$ cat config.mk
export PLATFORM = sky130hd
export DESIGN_NAME = fub_uart
export DESIGN_NICKNAME = d
export VERILOG_FILES = /design/src/inc/fub_pkg.sv /design/src/hw/fub_fifo.sv /design/src/hw/fub_uart.sv
export SDC_FILE = /design/constraint.sdc
export NUM_CORES = 1
export LEC_CHECK = 0
export BUFFER_PORTS_ARGS = -buffer_cell sky130_fd_sc_hd__buf_2
export CAP_MARGIN = 20
export CORE_MARGIN = 4
export CORE_UTILIZATION = 40
export CTS_CLUSTER_SIZE = 25
export DETAILED_ROUTE_END_ITERATION = 12
export PLACE_DENSITY_LB_ADDON = 0.3
export SYNTH_ARGS = -nofsm -noshare
export SYNTH_HDL_FRONTEND = slang
export SYNTH_SLANG_ARGS = --single-unit
$ cat constraint.sdc
create_clock -name core_clk -period 9.4 [get_ports core_clk]
set_clock_uncertainty 0.1 [all_clocks]
set_input_delay 1.88 -clock core_clk [delete_from_list [all_inputs] [get_ports core_clk]]
set_output_delay 1.88 -clock core_clk [all_outputs]
set_load 0.01 [all_outputs]
$ cat src/inc/fub_pkg.sv
// Package: register map, field positions, reset values and types of the serial transceiver
package fub_pkg;
  // Register offsets (byte addresses on the peripheral register port)
  localparam logic [11:0] FUB_CTRL_OFS   = 12'h000;
  localparam logic [11:0] FUB_FLAGS_OFS  = 12'h004;
  localparam logic [11:0] FUB_DATA_OFS   = 12'h008;
  localparam logic [11:0] FUB_STEP_OFS   = 12'h00c;
  localparam logic [11:0] FUB_WRAP_OFS   = 12'h010;
  localparam logic [11:0] FUB_LEVEL_OFS  = 12'h014;
  // Control field positions
  localparam int FUB_TXE_BIT  = 0;
  localparam int FUB_RXE_BIT  = 1;
  localparam int FUB_PEN_BIT  = 2;
  localparam int FUB_EP_BIT   = 3;
  localparam int FUB_ST2_BIT  = 4;
  localparam int FUB_SB_BIT   = 5;
  localparam int FUB_OEN_BIT  = 7;
  localparam int FUB_XT_BIT   = 9;
  localparam int FUB_FCP_BIT  = 10;
  localparam int FUB_FCE_BIT  = 11;
  localparam int FUB_MRX_BIT  = 13;
  localparam int FUB_TST_BIT  = 14;
  localparam logic [15:0] FUB_CTRL_RST  = 16'h2080;
  localparam logic [15:0] FUB_CTRL_WMSK = 16'h7ebf;
  localparam logic [15:0] FUB_STEP_RST  = 16'h003f;
  localparam logic [15:0] FUB_WRAP_RST  = 16'h2710;
  localparam logic [4:0]  FUB_RXLVL_RST = 5'h01;
  localparam logic [4:0]  FUB_CTSLVL_RST = 5'h18;
  // Sizes and counts
  localparam int FUB_DATA_W   = 8;
  localparam int FUB_FIFO_D   = 32;
  localparam int FUB_BUF_D    = 16;
  localparam int FUB_IDLE_CHARS = 8;
  localparam logic [3:0] FUB_START_SAMPLES = 4'h7;
  localparam logic [3:0] FUB_BIT_END = 4'hf;
  localparam logic [3:0] FUB_MID16 = 4'h7;
  localparam logic [3:0] FUB_MID8  = 4'h3;
  localparam logic [3:0] FUB_END8  = 4'h7;
  localparam logic [3:0] FUB_CHAR_BITS = 4'hc;

  typedef struct packed {
    logic       brk;   // Frame was all zeros
    logic       fe;
    logic       pe;
    logic       se;
    logic [7:0] data;
  } fub_rxword_t;

  typedef struct packed {
    logic        sel;
    logic        wr;
    logic        rd;
    logic [11:0] addr;
    logic [31:0] wdata;
  } fub_busreq_t;
endpackage

$ cat src/hw/fub_fifo.sv
// Synchronous FIFO with valid/ready handshake on both sides
`timescale 1ns/1ps
`default_nettype none
module fub_fifo #(
  parameter int W = 8,
  parameter int D = 16
) (
  input  wire logic         clk,     // Core clock
  input  wire logic         rstN,    // Synchronous reset, active low
  input  wire logic         flush,   // Empty the FIFO
  input  wire logic [W-1:0] inData,  // Write data
  input  wire logic         inValid, // Write request
  output var  logic         inReady, // Room available
  output var  logic [W-1:0] outData, // Head entry
  output var  logic         outValid,// Head valid
  input  wire logic         outReady,// Head taken
  output var  logic [$clog2(D):0] count // Fill level
);
  localparam int AW = $clog2(D);
  logic [W-1:0] mem [D];
  logic [AW-1:0] wp_q, wp_d, rp_q, rp_d;
  logic [AW:0]   cnt_q, cnt_d;
  logic          push, pop;

  assign push     = inValid && inReady;
  assign pop      = outValid && outReady;
  assign inReady  = cnt_q != (AW+1)'(D);
  assign outValid = cnt_q != '0;
  assign outData  = mem[rp_q];
  assign count    = cnt_q;

  always_comb begin
    wp_d  = wp_q;
    rp_d  = rp_q;
    cnt_d = cnt_q;
    if (flush) begin
      wp_d  = '0;
      rp_d  = '0;
      cnt_d = '0;
    end else begin
      if (push) wp_d = wp_q + AW'(1);
      if (pop) rp_d = rp_q + AW'(1);
      cnt_d = cnt_q + (AW+1)'(push) - (AW+1)'(pop);
    end
  end

  always_ff @(posedge clk) begin
    if (!rstN) begin
      wp_q  <= '0;
      rp_q  <= '0;
      cnt_q <= '0;
    end else begin
      wp_q  <= wp_d;
      rp_q  <= rp_d;
      cnt_q <= cnt_d;
    end
  end

  always_ff @(posedge clk) begin
    if (push && !flush) mem[wp_q] <= inData;
  end
endmodule
`default_nettype wire

$ cat src/hw/fub_uart.sv
// Serial transceiver: register port, fractional baud divider, transmitter, receiver, FIFOs
`timescale 1ns/1ps
`default_nettype none
module fub_uart (
  input  wire logic               core_clk,  // 50 MHz core clock
  input  wire logic               resetn,    // Synchronous reset, active low
  input  wire fub_pkg::fub_busreq_t busReq,  // Register access, one-cycle strobes
  output var  logic [31:0]        busRdata,  // Read data, valid cycle after rd
  output var  logic               busAck,    // Access done, one cycle after strobe
  input  wire logic               rxdPin,    // Serial receive pin
  input  wire logic               rtsPinN,   // Remote request input
  output var  logic               txdOut,    // Serial transmit output
  output var  logic               txdOe,     // Transmit pad enable
  output var  logic               ctsOutN,   // Clear-to-send, active low
  output var  logic               ctsOe,     // Clear-to-send pad enable
  output var  logic               rxIrq,     // Receiver ready interrupt
  output var  logic               txIrq      // Transmitter ready interrupt
);
  import fub_pkg::*;

  typedef enum logic [1:0] {TX_IDLE, TX_SHIFT} fub_txst_t;
  typedef enum logic [1:0] {RX_IDLE, RX_START, RX_SHIFT} fub_rxst_t;

  // ---------------- Register state ----------------
  logic [15:0] ctrl_q, ctrl_d, step_q, step_d, wrap_q, wrap_d;
  logic [4:0]  rxLvl_q, rxLvl_d, ctsLvl_q, ctsLvl_d;
  logic [5:0]  flags_q, flags_d;   // rue roe toe fe pe se
  logic [31:0] rdata_q, rdata_d;
  logic        ack_q;
  logic        wrCtrl, wrData, rdData, rdFlags, bothOff;
  logic [5:0]  fifoCnt [2];
  logic        txInReady, rxInReady, rxOutValid, txOutValid, txPop, rxPush;
  logic [7:0]  txHead;
  fub_rxword_t rxHead, rxWord;
  logic        rxRdyFlag, txRdyFlag;

  assign wrCtrl  = busReq.sel && busReq.wr;
  assign wrData  = wrCtrl && busReq.addr == FUB_DATA_OFS;
  assign rdData  = busReq.sel && busReq.rd && busReq.addr == FUB_DATA_OFS;
  assign rdFlags = busReq.sel && busReq.rd && busReq.addr == FUB_FLAGS_OFS;
  assign bothOff = !ctrl_q[FUB_TXE_BIT] && !ctrl_q[FUB_RXE_BIT];

  // ---------------- Baud divider ----------------
  logic [16:0] acc_q, acc_d;
  logic        sampleTick;
  always_comb begin
    acc_d      = acc_q + {1'b0, step_q} + 17'h1;
    sampleTick = 1'b0;
    if (acc_d >= {1'b0, wrap_q}) begin
      acc_d      = acc_d - {1'b0, wrap_q};
      sampleTick = 1'b1;
    end
    if (bothOff) begin
      acc_d      = '0;
      sampleTick = 1'b0;
    end
  end
  logic [3:0] bitEnd, bitMid;
  assign bitEnd = ctrl_q[FUB_XT_BIT] ? FUB_END8 : FUB_BIT_END;
  assign bitMid = ctrl_q[FUB_XT_BIT] ? FUB_MID8 : FUB_MID16;

  // ---------------- Input synchronisers and vote ----------------
  logic [1:0] rxSync_q, rtsSync_q;
  logic [2:0] vote_q;
  logic       rxVote, rxLine, rtsLevel;
  assign rxLine = ctrl_q[FUB_TST_BIT] ? txdOut : rxSync_q[1];
  assign rxVote = (vote_q[0] & vote_q[1]) | (vote_q[1] & vote_q[2]) | (vote_q[0] & vote_q[2]);
  assign rtsLevel = rtsSync_q[1];
  always_ff @(posedge core_clk) begin
    if (!resetn) begin
      rxSync_q  <= 2'h3;
      rtsSync_q <= 2'h3;
      vote_q    <= 3'h7;
    end else begin
      rxSync_q  <= {rxSync_q[0], rxdPin};
      rtsSync_q <= {rtsSync_q[0], rtsPinN};
      vote_q    <= {vote_q[1:0], rxLine};
    end
  end

  // ---------------- FIFOs ----------------
  fub_fifo #(.W(FUB_DATA_W), .D(FUB_FIFO_D)) txFifo (
    .clk(core_clk), .rstN(resetn), .flush(bothOff),
    .inData(busReq.wdata[7:0]), .inValid(wrData && ctrl_q[FUB_TXE_BIT]), .inReady(txInReady),
    .outData(txHead), .outValid(txOutValid), .outReady(txPop), .count(fifoCnt[0]));
  fub_fifo #(.W($bits(fub_rxword_t)), .D(FUB_FIFO_D)) rxFifo (
    .clk(core_clk), .rstN(resetn), .flush(bothOff),
    .inData(rxWord), .inValid(rxPush), .inReady(rxInReady),
    .outData(rxHead), .outValid(rxOutValid), .outReady(rdData), .count(fifoCnt[1]));

  // ---------------- Transmitter ----------------
  fub_txst_t  txSt_q, txSt_d;
  logic [3:0] txTick_q, txTick_d, txBit_q, txBit_d;
  logic [11:0] txSh_q, txSh_d;
  logic       txd_q, txd_d, rtsStop;
  logic [3:0] txLast;
  assign rtsStop = ctrl_q[FUB_FCE_BIT] && (ctrl_q[FUB_FCP_BIT] ? !rtsLevel : rtsLevel);
  assign txLast  = 4'h9 + 4'(ctrl_q[FUB_PEN_BIT]) + 4'(ctrl_q[FUB_ST2_BIT]);
  assign txPop   = txSt_q == TX_IDLE && txOutValid && !rtsStop && ctrl_q[FUB_TXE_BIT]
                   && sampleTick;
  always_comb begin
    txSt_d   = txSt_q;
    txTick_d = txTick_q;
    txBit_d  = txBit_q;
    txSh_d   = txSh_q;
    unique case (txSt_q)
      TX_IDLE: begin
        if (txPop) begin
          // Stop, stop, parity/stop, data LSB first, start
          txSh_d   = {2'b11, ctrl_q[FUB_PEN_BIT] ? (^txHead ^ !ctrl_q[FUB_EP_BIT]) : 1'b1,
                      txHead, 1'b0};
          txTick_d = '0;
          txBit_d  = '0;
          txSt_d   = TX_SHIFT;
        end
      end
      TX_SHIFT: begin
        if (sampleTick) begin
          txTick_d = txTick_q + 4'h1;
          if (txTick_q == bitEnd) begin
            txTick_d = '0;
            txSh_d   = {1'b1, txSh_q[11:1]};
            txBit_d  = txBit_q + 4'h1;
            if (txBit_q == txLast) txSt_d = TX_IDLE;
          end
        end
      end
    endcase
    if (!ctrl_q[FUB_TXE_BIT]) txSt_d = TX_IDLE;
    txd_d = ctrl_q[FUB_SB_BIT] ? 1'b0 : (txSt_d == TX_SHIFT ? txSh_d[0] : 1'b1);
  end

  // ---------------- Receiver ----------------
  fub_rxst_t  rxSt_q, rxSt_d;
  logic [3:0] rxTick_q, rxTick_d, rxBit_q, rxBit_d, idleCnt_q, idleCnt_d;
  logic [10:0] rxSh_q, rxSh_d;
  logic       prev_q, prev_d, armed_q, armed_d, allZero_q, allZero_d;
  logic [3:0] rxLast;
  logic       parErr, stopBit;
  assign rxLast  = 4'h9 + 4'(ctrl_q[FUB_PEN_BIT]);
  assign stopBit = rxVote;
  assign parErr  = ctrl_q[FUB_PEN_BIT] && ((^rxSh_q[10:2]) != !ctrl_q[FUB_EP_BIT]);
  // With parity the data sits one place lower in the shift register
  logic [7:0] rxDataAligned;
  assign rxDataAligned = ctrl_q[FUB_PEN_BIT] ? rxSh_q[9:2] : rxSh_q[10:3];
  always_comb begin
    rxSt_d    = rxSt_q;
    rxTick_d  = rxTick_q;
    rxBit_d   = rxBit_q;
    rxSh_d    = rxSh_q;
    prev_d    = prev_q;
    armed_d   = armed_q;
    allZero_d = allZero_q;
    rxPush    = 1'b0;
    rxWord    = '0;
    if (sampleTick) begin
      prev_d = rxVote;
      unique case (rxSt_q)
        RX_IDLE: begin
          if (rxVote) begin
            rxTick_d = (rxTick_q == bitEnd) ? rxTick_q : rxTick_q + 4'h1;
            if (rxTick_q == bitEnd) armed_d = 1'b1;
          end else if (prev_q && armed_q && ctrl_q[FUB_RXE_BIT]) begin
            rxSt_d   = RX_START;
            rxTick_d = '0;
          end else begin
            rxTick_d = '0;
          end
        end
        RX_START: begin
          rxTick_d = rxTick_q + 4'h1;
          if (rxVote && rxTick_q < FUB_START_SAMPLES - 4'h1) begin
            rxSt_d   = RX_IDLE;  // glitch rejected
            rxTick_d = '0;
            armed_d  = 1'b0;
          end else if (rxTick_q == bitEnd) begin
            rxSt_d    = RX_SHIFT;
            rxTick_d  = '0;
            rxBit_d   = 4'h1;
            allZero_d = 1'b1;
          end
        end
        RX_SHIFT: begin
          rxTick_d = rxTick_q + 4'h1;
          if (rxTick_q == bitMid) begin
            rxSh_d = {rxVote, rxSh_q[10:1]};
            if (rxVote) allZero_d = 1'b0;
            if (rxBit_q == rxLast) begin
              rxPush        = rxInReady;
              rxWord.brk    = allZero_q && !stopBit;
              rxWord.fe     = !stopBit;
              rxWord.pe     = parErr;
              rxWord.data   = rxDataAligned;
              rxSt_d  = RX_IDLE;
              armed_d = stopBit;
              rxTick_d = '0;
            end
          end else if (rxTick_q == bitEnd) begin
            rxTick_d = '0;
            rxBit_d  = rxBit_q + 4'h1;
          end
        end
        default: rxSt_d = RX_IDLE;
      endcase
    end
  end
  // ---------------- Idle timeout ----------------
  logic [7:0] idleTick_q, idleTick_d;
  logic       timeout_q, timeout_d;
  always_comb begin
    idleTick_d = idleTick_q;
    idleCnt_d  = idleCnt_q;
    timeout_d  = timeout_q && rxOutValid;
    if (rxPush || !rxOutValid || rxSt_q != RX_IDLE) begin
      idleTick_d = '0;
      idleCnt_d  = '0;
      timeout_d  = 1'b0;
    end else if (sampleTick) begin
      idleTick_d = idleTick_q + 8'h1;
      if (idleTick_q[7:4] == FUB_CHAR_BITS - 4'h1 && idleTick_q[3:0] == bitEnd) begin
        idleTick_d = '0;
        idleCnt_d  = idleCnt_q + 4'h1;
        if (idleCnt_q == 4'(FUB_IDLE_CHARS - 1)) timeout_d = 1'b1;
      end
    end
  end

  // ---------------- Registers and flags ----------------
  assign rxRdyFlag = (fifoCnt[1] >= {1'b0, rxLvl_q} && rxOutValid) || timeout_q;
  assign txRdyFlag = fifoCnt[0] < 6'h8;
  always_comb begin
    ctrl_d   = ctrl_q;
    step_d   = step_q;
    wrap_d   = wrap_q;
    rxLvl_d  = rxLvl_q;
    ctsLvl_d = ctsLvl_q;
    flags_d  = flags_q;
    rdata_d  = '0;
    if (wrCtrl) begin
      unique case (busReq.addr)
        FUB_CTRL_OFS:  ctrl_d = busReq.wdata[15:0] & FUB_CTRL_WMSK;
        FUB_STEP_OFS:  step_d = busReq.wdata[15:0];
        FUB_WRAP_OFS:  wrap_d = busReq.wdata[15:0];
        FUB_LEVEL_OFS: begin
          rxLvl_d  = busReq.wdata[4:0];
          ctsLvl_d = busReq.wdata[12:8];
        end
        default: ;
      endcase
    end
    if (busReq.sel && busReq.rd) begin
      unique case (busReq.addr)
        FUB_CTRL_OFS:  rdata_d = {16'h0, ctrl_q};
        FUB_FLAGS_OFS: rdata_d = {24'h0, txRdyFlag, rxRdyFlag, flags_q};
        FUB_DATA_OFS:  rdata_d = {20'h0, rxHead.brk, rxHead.fe, rxHead.pe, rxHead.se, rxHead.data};
        FUB_STEP_OFS:  rdata_d = {16'h0, step_q};
        FUB_WRAP_OFS:  rdata_d = {16'h0, wrap_q};
        FUB_LEVEL_OFS: rdata_d = {19'h0, ctsLvl_q, 3'h0, rxLvl_q};
        default:       rdata_d = '0;
      endcase
    end
    if (rdFlags) flags_d = '0;
    if (rdData && rxOutValid) flags_d[2:0] = {rxHead.fe, rxHead.pe, rxHead.se};
    // Hardware sets win over the read-clear
    if (rdData && !rxOutValid) flags_d[5] = 1'b1;
    if (rxSt_q == RX_SHIFT && sampleTick && rxTick_q == bitMid && rxBit_q == rxLast && !rxInReady)
      flags_d[4] = 1'b1;
    if (wrData && ctrl_q[FUB_TXE_BIT] && !txInReady) flags_d[3] = 1'b1;
    if (bothOff) flags_d = '0;
  end

  always_ff @(posedge core_clk) begin
    if (!resetn) begin
      ctrl_q     <= FUB_CTRL_RST;
      step_q     <= FUB_STEP_RST;
      wrap_q     <= FUB_WRAP_RST;
      rxLvl_q    <= FUB_RXLVL_RST;
      ctsLvl_q   <= FUB_CTSLVL_RST;
      flags_q    <= '0;
      rdata_q    <= '0;
      ack_q      <= 1'b0;
      acc_q      <= '0;
      txSt_q     <= TX_IDLE;
      txTick_q   <= '0;
      txBit_q    <= '0;
      txSh_q     <= '1;
      txd_q      <= 1'b1;
      rxSt_q     <= RX_IDLE;
      rxTick_q   <= '0;
      rxBit_q    <= '0;
      rxSh_q     <= '0;
      prev_q     <= 1'b1;
      armed_q    <= 1'b0;
      allZero_q  <= 1'b0;
      idleTick_q <= '0;
      idleCnt_q  <= '0;
      timeout_q  <= 1'b0;
      rxIrq      <= 1'b0;
      txIrq      <= 1'b0;
      ctsOutN    <= 1'b1;
      txdOe      <= 1'b0;
      ctsOe      <= 1'b0;
    end else begin
      ctrl_q     <= ctrl_d;
      step_q     <= step_d;
      wrap_q     <= wrap_d;
      rxLvl_q    <= rxLvl_d;
      ctsLvl_q   <= ctsLvl_d;
      flags_q    <= flags_d;
      rdata_q    <= rdata_d;
      ack_q      <= busReq.sel && (busReq.rd || busReq.wr);
      acc_q      <= acc_d;
      txSt_q     <= txSt_d;
      txTick_q   <= txTick_d;
      txBit_q    <= txBit_d;
      txSh_q     <= txSh_d;
      txd_q      <= txd_d;
      rxSt_q     <= rxSt_d;
      rxTick_q   <= rxTick_d;
      rxBit_q    <= rxBit_d;
      rxSh_q     <= rxSh_d;
      prev_q     <= prev_d;
      armed_q    <= armed_d && ctrl_q[FUB_RXE_BIT];
      allZero_q  <= allZero_d;
      idleTick_q <= idleTick_d;
      idleCnt_q  <= idleCnt_d;
      timeout_q  <= timeout_d;
      rxIrq      <= rxRdyFlag && !ctrl_q[FUB_MRX_BIT];
      txIrq      <= txRdyFlag && ctrl_q[FUB_TXE_BIT] && !ctrl_q[FUB_MRX_BIT - 1];
      // Low means ready to accept; high when fill reaches the watermark
      ctsOutN    <= ctrl_q[FUB_FCE_BIT] ? (fifoCnt[1] >= {1'b0, ctsLvl_q}) : 1'b0;
      txdOe      <= !ctrl_q[FUB_OEN_BIT];
      ctsOe      <= !ctrl_q[FUB_OEN_BIT];
    end
  end
  assign txdOut   = txd_q;
  assign busRdata = rdata_q;
  assign busAck   = ack_q;

  // ---------------- Assertions ----------------
  a_tx_idle_high: assert property (@(posedge core_clk) disable iff (!resetn)
    (txSt_q == TX_IDLE && !ctrl_q[FUB_SB_BIT] && !txPop) |=> txdOut)
    else $error("transmit line not idle high");
  a_tx_start_low: assert property (@(posedge core_clk) disable iff (!resetn)
    (txPop && !ctrl_q[FUB_SB_BIT]) |=> !txdOut)
    else $error("start bit not low");
  a_flow_hold: assert property (@(posedge core_clk) disable iff (!resetn)
    rtsStop |-> !txPop)
    else $error("character started while flow stopped");
  a_flow_off_go: assert property (@(posedge core_clk) disable iff (!resetn)
    (txSt_q == TX_IDLE && txOutValid && !ctrl_q[FUB_FCE_BIT] && ctrl_q[FUB_TXE_BIT] && sampleTick) |-> txPop)
    else $error("transmit held without flow control");
  a_flush_both: assert property (@(posedge core_clk) disable iff (!resetn)
    bothOff |=> (fifoCnt[0] == 6'h0 && fifoCnt[1] == 6'h0 && flags_q == 6'h0))
    else $error("FIFOs not flushed");
  a_overrun_keep: assert property (@(posedge core_clk) disable iff (!resetn)
    (!rxInReady && !rdData && !bothOff) |=> fifoCnt[1] == 6'(FUB_FIFO_D))
    else $error("full receive FIFO changed");
  a_vote_major: assert property (@(posedge core_clk) disable iff (!resetn)
    (vote_q == 3'b101) |-> rxVote)
    else $error("majority vote wrong");
  a_cts_water: assert property (@(posedge core_clk) disable iff (!resetn)
    (ctrl_q[FUB_FCE_BIT] && $stable(ctrl_q)) |=> ctsOutN == ($past(fifoCnt[1]) >= {1'b0, $past(ctsLvl_q)}))
    else $error("clear-to-send wrong");
  a_rx_irq_mask: assert property (@(posedge core_clk) disable iff (!resetn)
    ctrl_q[FUB_MRX_BIT] |=> !rxIrq)
    else $error("masked ready interrupt posted");
  a_baud_tick: assert property (@(posedge core_clk) disable iff (!resetn)
    acc_q < {1'b0, wrap_q} || $changed(wrap_q))
    else $error("divider accumulator out of range");
  c_tx_char: cover property (@(posedge core_clk) disable iff (!resetn) txPop);
  c_rx_char: cover property (@(posedge core_clk) disable iff (!resetn) rxPush);
  c_rx_break: cover property (@(posedge core_clk) disable iff (!resetn) rxPush && rxWord.brk);
  c_timeout: cover property (@(posedge core_clk) disable iff (!resetn) $rose(timeout_q));
endmodule
`default_nettype wire

Word-level counts from Yosys, hierarchy flattened
Memory sizes are Yosys's and may differ from the RTL's. A register that Yosys moved wholly into a read port is not among the register bits.
Index checks and enable logic that the tools add are counted.
- bits in registers: 214
- memory bits (writable): 608
- bits of input ports: 51
- output and inout port bits: 39
- logic and storage cells: 281
- memories kept: 2
- add/subtract/negate cells: 19
- order comparisons: 5
- equal/unequal tests: 34
- multiplexer cells: 90
- bitwise logic cells: 7
- reductions and logical operators: 83
- memories (name ; depth ; bits a word ; rd ports ; clocked after memory_dff ; write ports ; line ; RTL):
    rxFifo.mem ; 32 ; 11 ; 1 ; 1 ; 1 ; fub_fifo.sv:20 ; logic [W-1:0] mem [D];
    txFifo.mem ; 32 ; 8 ; 1 ; 1 ; 1 ; fub_fifo.sv:20 ;
- operator list (operator ; count):
    16-bit one-hot mux with 6 select lines ; 1
    4-bit 2-to-1 mux ; 16
    8-bit 2-to-1 mux ; 6
    1-bit logical AND ; 37
    12-bit 2-to-1 mux ; 3
    1-bit 2-to-1 mux ; 32
    12-bit by 4-bit equality test with 1-bit output, second input constant ; 2
    12-bit by 5-bit equality test with 1-bit output, second input constant ; 2
    12-bit one-hot mux with 2 select lines ; 1
    4-bit one-hot mux with 2 select lines ; 3
    2-bit 2-to-1 mux ; 11
    2-bit inequality test, second input constant ; 11
    4-bit by 1-bit adder with 4-bit output, second input constant ; 5
    5-bit by 1-bit adder with 5-bit output, second input constant ; 4
    4-bit equality test ; 5
    5-bit 2-to-1 mux ; 4
    3-bit 2-to-1 mux ; 6
    6-bit AND reduction ; 3
    17-bit by 1-bit adder with 17-bit output, second input constant ; 1
    17-bit by 16-bit adder with 17-bit output ; 1
    17-bit by 16-bit greater-or-equal comparator with 1-bit output ; 1
    17-bit 2-to-1 mux ; 1
    17-bit by 16-bit subtractor with 17-bit output ; 1
    2-bit AND reduction ; 7
    other kinds (39) ; 74

Logic depth before layout (Yosys ltp)
- word-level depth: 13
- gate-level depth with buffers: 29
- mapped depth without buffers: 28

By module
Synthesis repeated with hierarchy kept, for this count alone.
- cell total of the unflattened synthesis: 2611
- area total of the unflattened synthesis: 36363.6 um^2
- modules (own cells, without submodules) (module ; times used ; cells an instance ; area an instance (um^2) ; sequential area each (um^2)):
    fub_fifo (rxFifo) ; 1 ; 850 ; 15955.3 ; 11951.5
    fub_fifo (txFifo) ; 1 ; 621 ; 11064.4 ; 8107.8
    fub_uart ; 1 ; 1140 ; 9344.0 ; 3283.1

Worst setup path after synthesis
No wires, ideal clock.
- path type: register to register
- from: register step_q[0]
- to: memory rxFifo.mem[0][8] (netlist bit), data pin
- library setup time: 445 ps
- arrival time: 5007 ps
- data required time: 8855 ps
- setup slack: 3848 ps
- stages on the path, launching flop included: 21
- buffers on the path: 1
- period minus slack after synthesis: 5552 ps
- cell sequence: dfxtp_1 inv_1 ha_1 fa_1 nor2b_1 o21ai_1 a21oi_1 o41ai_2 o21ai_1 a21oi_1 o21bai_1 a21oi_1 xnor2_1 ha_1 nand3_1 o21ba_2 and2_1 mux2i_2 o2111ai_1 clkbuf_1 nor3_1
- longest elaborated chain between the ends: 6
- ends and longest elaborated chain (what ; line ; RTL):
    start: declaration ; fub_uart.sv:25 ; logic [15:0] ctrl_q, ctrl_d, step_q, step_d, wrap_q, wrap_d;
    start signal: assignment ; fub_uart.sv:305 ; step_q <= step_d;
    17-bit by 16-bit adder with 17-bit output ; fub_uart.sv:47 ; acc_d = acc_q + {1'b0, step_q} + 17'h1;
    17-bit by 1-bit adder with 17-bit output ; fub_uart.sv:47 ;
    17-bit by 16-bit greater-or-equal comparator with 1-bit output ; fub_uart.sv:49 ; if (acc_d >= {1'b0, wrap_q}) begin
    1-bit 2-to-1 mux ; fub_uart.sv:49 ;
    1-bit 2-to-1 mux ; fub_uart.sv:53 ; if (bothOff) begin
    3-bit 2-to-1 mux ; fub_uart.sv:156 ; if (sampleTick) begin
    net rxFifo.inData[9] ; fub_fifo.sv:11 ; input wire logic [W-1:0] inData,
    end: declaration ; fub_fifo.sv:20 ;
The timed path passes the listed nets, and every way through them passes these cells.

Worst setup path after layout
- from: register step_q[1]
- to: register txFifo.cnt_q[4] (netlist: txFifo.count[4])
- longest elaborated chain between the ends: 8
- ends and longest elaborated chain (what ; line ; RTL):
    17-bit by 16-bit adder with 17-bit output ; fub_uart.sv:47 ;
    17-bit by 1-bit adder with 17-bit output ; fub_uart.sv:47 ;
    17-bit by 16-bit greater-or-equal comparator with 1-bit output ; fub_uart.sv:49 ;
    1-bit 2-to-1 mux ; fub_uart.sv:49 ;
    1-bit 2-to-1 mux ; fub_uart.sv:53 ;
    1-bit logical AND ; fub_uart.sv:100 ; && sampleTick;
    1-bit logical AND ; fub_fifo.sv:26 ; assign pop = outValid && outReady;
    net txFifo.pop ; fub_fifo.sv:23 ; logic push, pop;
    6-bit by 1-bit subtractor with 6-bit output ; fub_fifo.sv:43 ; cnt_d = cnt_q + (AW+1)'(push) - (AW+1)'(pop);
    end signal: assignment ; fub_fifo.sv:55 ; cnt_q <= cnt_d;
    end: declaration ; fub_fifo.sv:22 ; logic [AW:0] cnt_q, cnt_d;
The timed path passes the listed nets, and every way through them passes these cells.
A chain may end at the register's enable or synchronous reset.

==> qor.yml <==
run_status:
  outcome: "finished, final reports clean"
yosys:
  yosysSeqAreaShare_pct: 65.3
  synth_most_common_cell: "edfxtp_1"
  synth_edf_count: 608
  yosys.area.top_type: "edfxtp_1"
  ys_top_cells_by_count: "edfxtp_1 (608), dfxtp_1 (205), nand2_1 (204), nor2_1 (175), mux4_2 (173)"
  synth_area_leaders: "edfxtp_1 (53%), dfxtp_1 (12%), mux4_2 (11%), ha_1 (3.0%), nand2_1 (2.2%)"
  synth-main-ff-cell: "edfxtp_1"
  synthArstFlopShare_pct: 0
  syn_avg_cell_area_um2: 14.9
  yosys_warnings: 0
  yosysUniqueCellTypes: 76
  yosysTopAreaCellShare_pct: 53.3
  ys_ff_latch: 813
  synthCells: 2292
  syn-cell-area_um2: 34200
clocking:
  post_cts_buffers: 0
  cts_tree: "built"
  root_buffer: "clkbuf_16"
  cts_buffers: 84
  ctsHoldBuffers: 0
  insertion_delay_ns: 0.65
  clk_pin_slew_ns: 0.06
  clockBufferDepth: 3
  h-tree-depth: 3
  cts_sinks: 813
  cts_resized: 0
routing:
  antenna_left: 0
  drtIter0Drc: 1792
  drtPass1Iterations: 7
  vias_per_cell: 5.50
  via_count: 19800
  drc_errors: 0
  wire_per_inst_um: 22.5
  wl_um: 81100
pwr:
  pwr-share-seq_pct: 52.6
  netSwitchingFraction_pct: 20.2
  clock_power_share_pct: 46.7
  combPwrFrac_pct: 0.7
  power_switching_mw: 1.47
  p_per_area_nw_per_um2: 187
  ir_drop_mv: 0.143
  finalPower_mw: 7.27
  p_leak_nw: 11.5
  p_int_mw: 5.80
sta:
  grt_setup_unrepaired: "false"
  final_hold_viol_count: 0
  timing.setup.tns_ns: 0
  tightest_slew_ns: 1.08
  min_period_ns: 6.65
  setup_violations: 0
  timing.fmax_ghz: 0.150
  max_slew_margin_pct: 27.9
  drv_slew: 0
  post-route-period-util_pct: 70.8
global_routing:
  grt_overflow: 0
  use_met3_pct: 2.66
  use_met2_pct: 30.5
  grt_pass1_vias: 20200
  antenna_found_initial: 0
  grt_pass1_wl_um: 123000
  grt_max_degree: 62
  top_usage_layer: "met2"
  grt_util_all_layers_pct: 17.8
  met1_usage_pct: 24.0
cells_and_area:
  seqCellArea_um2: 22400
  syn_to_final_growth_pct: 13.5
  nFillCells: 7306
  multi_input_area_um2: 11100
  layout.nets: 2523
  num_antenna_cells: 0
  drive_gt1_share_pct: 20.0
job:
  max_cap_violations: 0
critical_path:
  crit_arrival_ns: 7.06
  reg2reg_to: "txFifo.count[4]"
  critPathKind: "register to register"
  critPathRequiredTime_ns: 9.81
  critPathMaxFanout: 19
  r2r-start: "step_q[1]"
  ff2ff_setup_slack_ns: 2.75
  reg2regPathDepth: 26
  cp-start-kind: "register"
  worstSetupEndpointType: "register"
hold_path:
  min_path_type: "register to register"
  hp-start: "rxSync_q[0]"
  holdPathStages: 1
  min_to: "rxSync_q[1]"
floorplanning:
  dieArea_um2: 90300
  pin_count: 90
  fp.dieH_um: 301
  initial_core_util_pct: 40.3
  fp-row-count: 107
  core_um2: 85000
  die_w_um: 301
placed_design:
  place_congestion: 0.866
  portBuffers: 57
  hpwl_um: 52200
## through the flow
step	instances	setup slack, ns	cell area, µm²	util (%)	hold WS [ns]
after floorplan	2307	3.85	34300	-	0.286
after global placement	3422	2.89	35800	42.1	0.300
after detailed placement	3437	2.77	35900	42.3	0.304
after CTS	3593	2.74	38800	45.6	0.323
after global routing	3601	2.36	38900	45.7	0.348
final	3601	2.75	38900	45.7	0.317
## power groups by stage
stage / sequential (mW) / combinational [mW] / clock, mW
after floorplan: 3.90 / 0.0213 / 0
after global placement: 3.90 / 0.0512 / 0
after detailed placement: 3.90 / 0.0533 / 0
after CTS: 3.82 / 0.0535 / 3.46
after global routing: 3.82 / 0.0575 / 3.61
final: 3.83 / 0.0533 / 3.39
## state kept, by name, indices dropped and copies added, names as in the netlist, 4 cells and up, named ones only
name,flops
step_q,16
idleCnt_q,4
acc_q,17
rxFifo.wp_q,5
txFifo.mem,256
wrap_q,16
txSh_q,12
rxFifo.rp_q,5
txBit_q,4
rxLvl_q,5
rxFifo.count,6
rxTick_q,4
ctrl_q,13
flags_q,5
txFifo.rp_q,5
rxSh_q,9
rxBit_q,4
idleTick_q,8
txFifo.wp_q,5
busRdata,16
rxFifo.mem,352
txFifo.count,6
ctsLvl_q,5
txTick_q,4
## worst max-delay path by stage
stage	cells after the start	from	slack [ns]	end
finish	26	step_q[1]	2.75	txFifo.count[4]
global route	26	step_q[1]	2.36	txFifo.count[4]
CTS	26	step_q[1]	2.74	txFifo.count[4]
detailed placement	26	step_q[1]	2.77	txFifo.count[4]
global placement	26	step_q[1]	2.89	txFifo.count[4]
floorplan	20	step_q[0]	3.85	rxFifo.mem[0][8]
## cell families after synthesis
group / after synthesis / share of synthesized area, %
and+or+nand+nor: 561 / 7.41
AOI/OAI and AO/OA: 318 / 6.11
muxes: 236 / 13.4
xor gates and xnor gates: 78 / 2.04
DFF: 813 / 65.3
adders and majority gates: 86 / 3.22
other: 1 / 0.0110
buffers and inverters: 199 / 2.53
## critical path: stages (launching register included)
cell       delay [ns]
dfxtp_1          0.42
ha_1             0.26
nor2b_1          0.13
o21a_1           0.18
o21ai_0          0.39
a21oi_1          0.18
o31ai_1          0.60
o2111ai_1        0.25
a21oi_1          0.22
xnor2_1          0.19
ha_1             0.32
nand3_1          0.11
o21ba_2          0.16
nor2b_1          0.19
mux2i_2          0.10
buf_4            0.23
o21ai_1          0.79
inv_1            0.11
ha_1             0.31
inv_1            0.04
ha_1             0.20
fa_1             0.44
a21oi_1          0.19
nor2_1           0.07
nor2_1           0.13
xor2_1           0.17
nor2_1           0.05
## layout make-up
class / count / area share (%)
sequential: 813 / 57.6
inverter: 75 / 0.724
timing repair buffer: 118 / 2.09
multi-input combinational: 1295 / 28.6
clock buffer: 102 / 5.66
clock inverter: 54 / 1.68
tap: 1144 / 3.68
## cells in the final DEF, fill, tap and decap left out, drive strengths merged, types with 8 or more instances in the layout
master    synthesis  routed
nor3             24      24
a222oi           14      14
o21a              9       9
o211ai           15      15
xor2             27      27
nand2b           18      18
o21ai            43      43
nand4            11      11
edfxtp          608     608
mux4            173     173
a21oi           118     118
and3             17      17
nand3            44      44
buf              55     118
and2              8       8
xnor2            50      50
ha               81      81
nor2            175     175
mux2             29      29
a31oi            11      11
nand2           204     204
conb              1      16
inv              74      77
a21o             22      22
mux2i            34      34
a211oi           12      12
or3              15      15
nor2b            11      11
clkinvlp          0       9
o2111ai           8       8
clkinv            1      33
dfxtp           205     205
bufinv            0      10
clkbuf           69     102
a221o            11      11
## routing by layer
layer  vias to the layer above  wire length (µm)
met5                         -                 0
met4                         0              1790
met3                       110              4430
met2                       589             40400
met1                     10200             34600
li1                       8915                 -
Power figures use the tool's default switching activity.
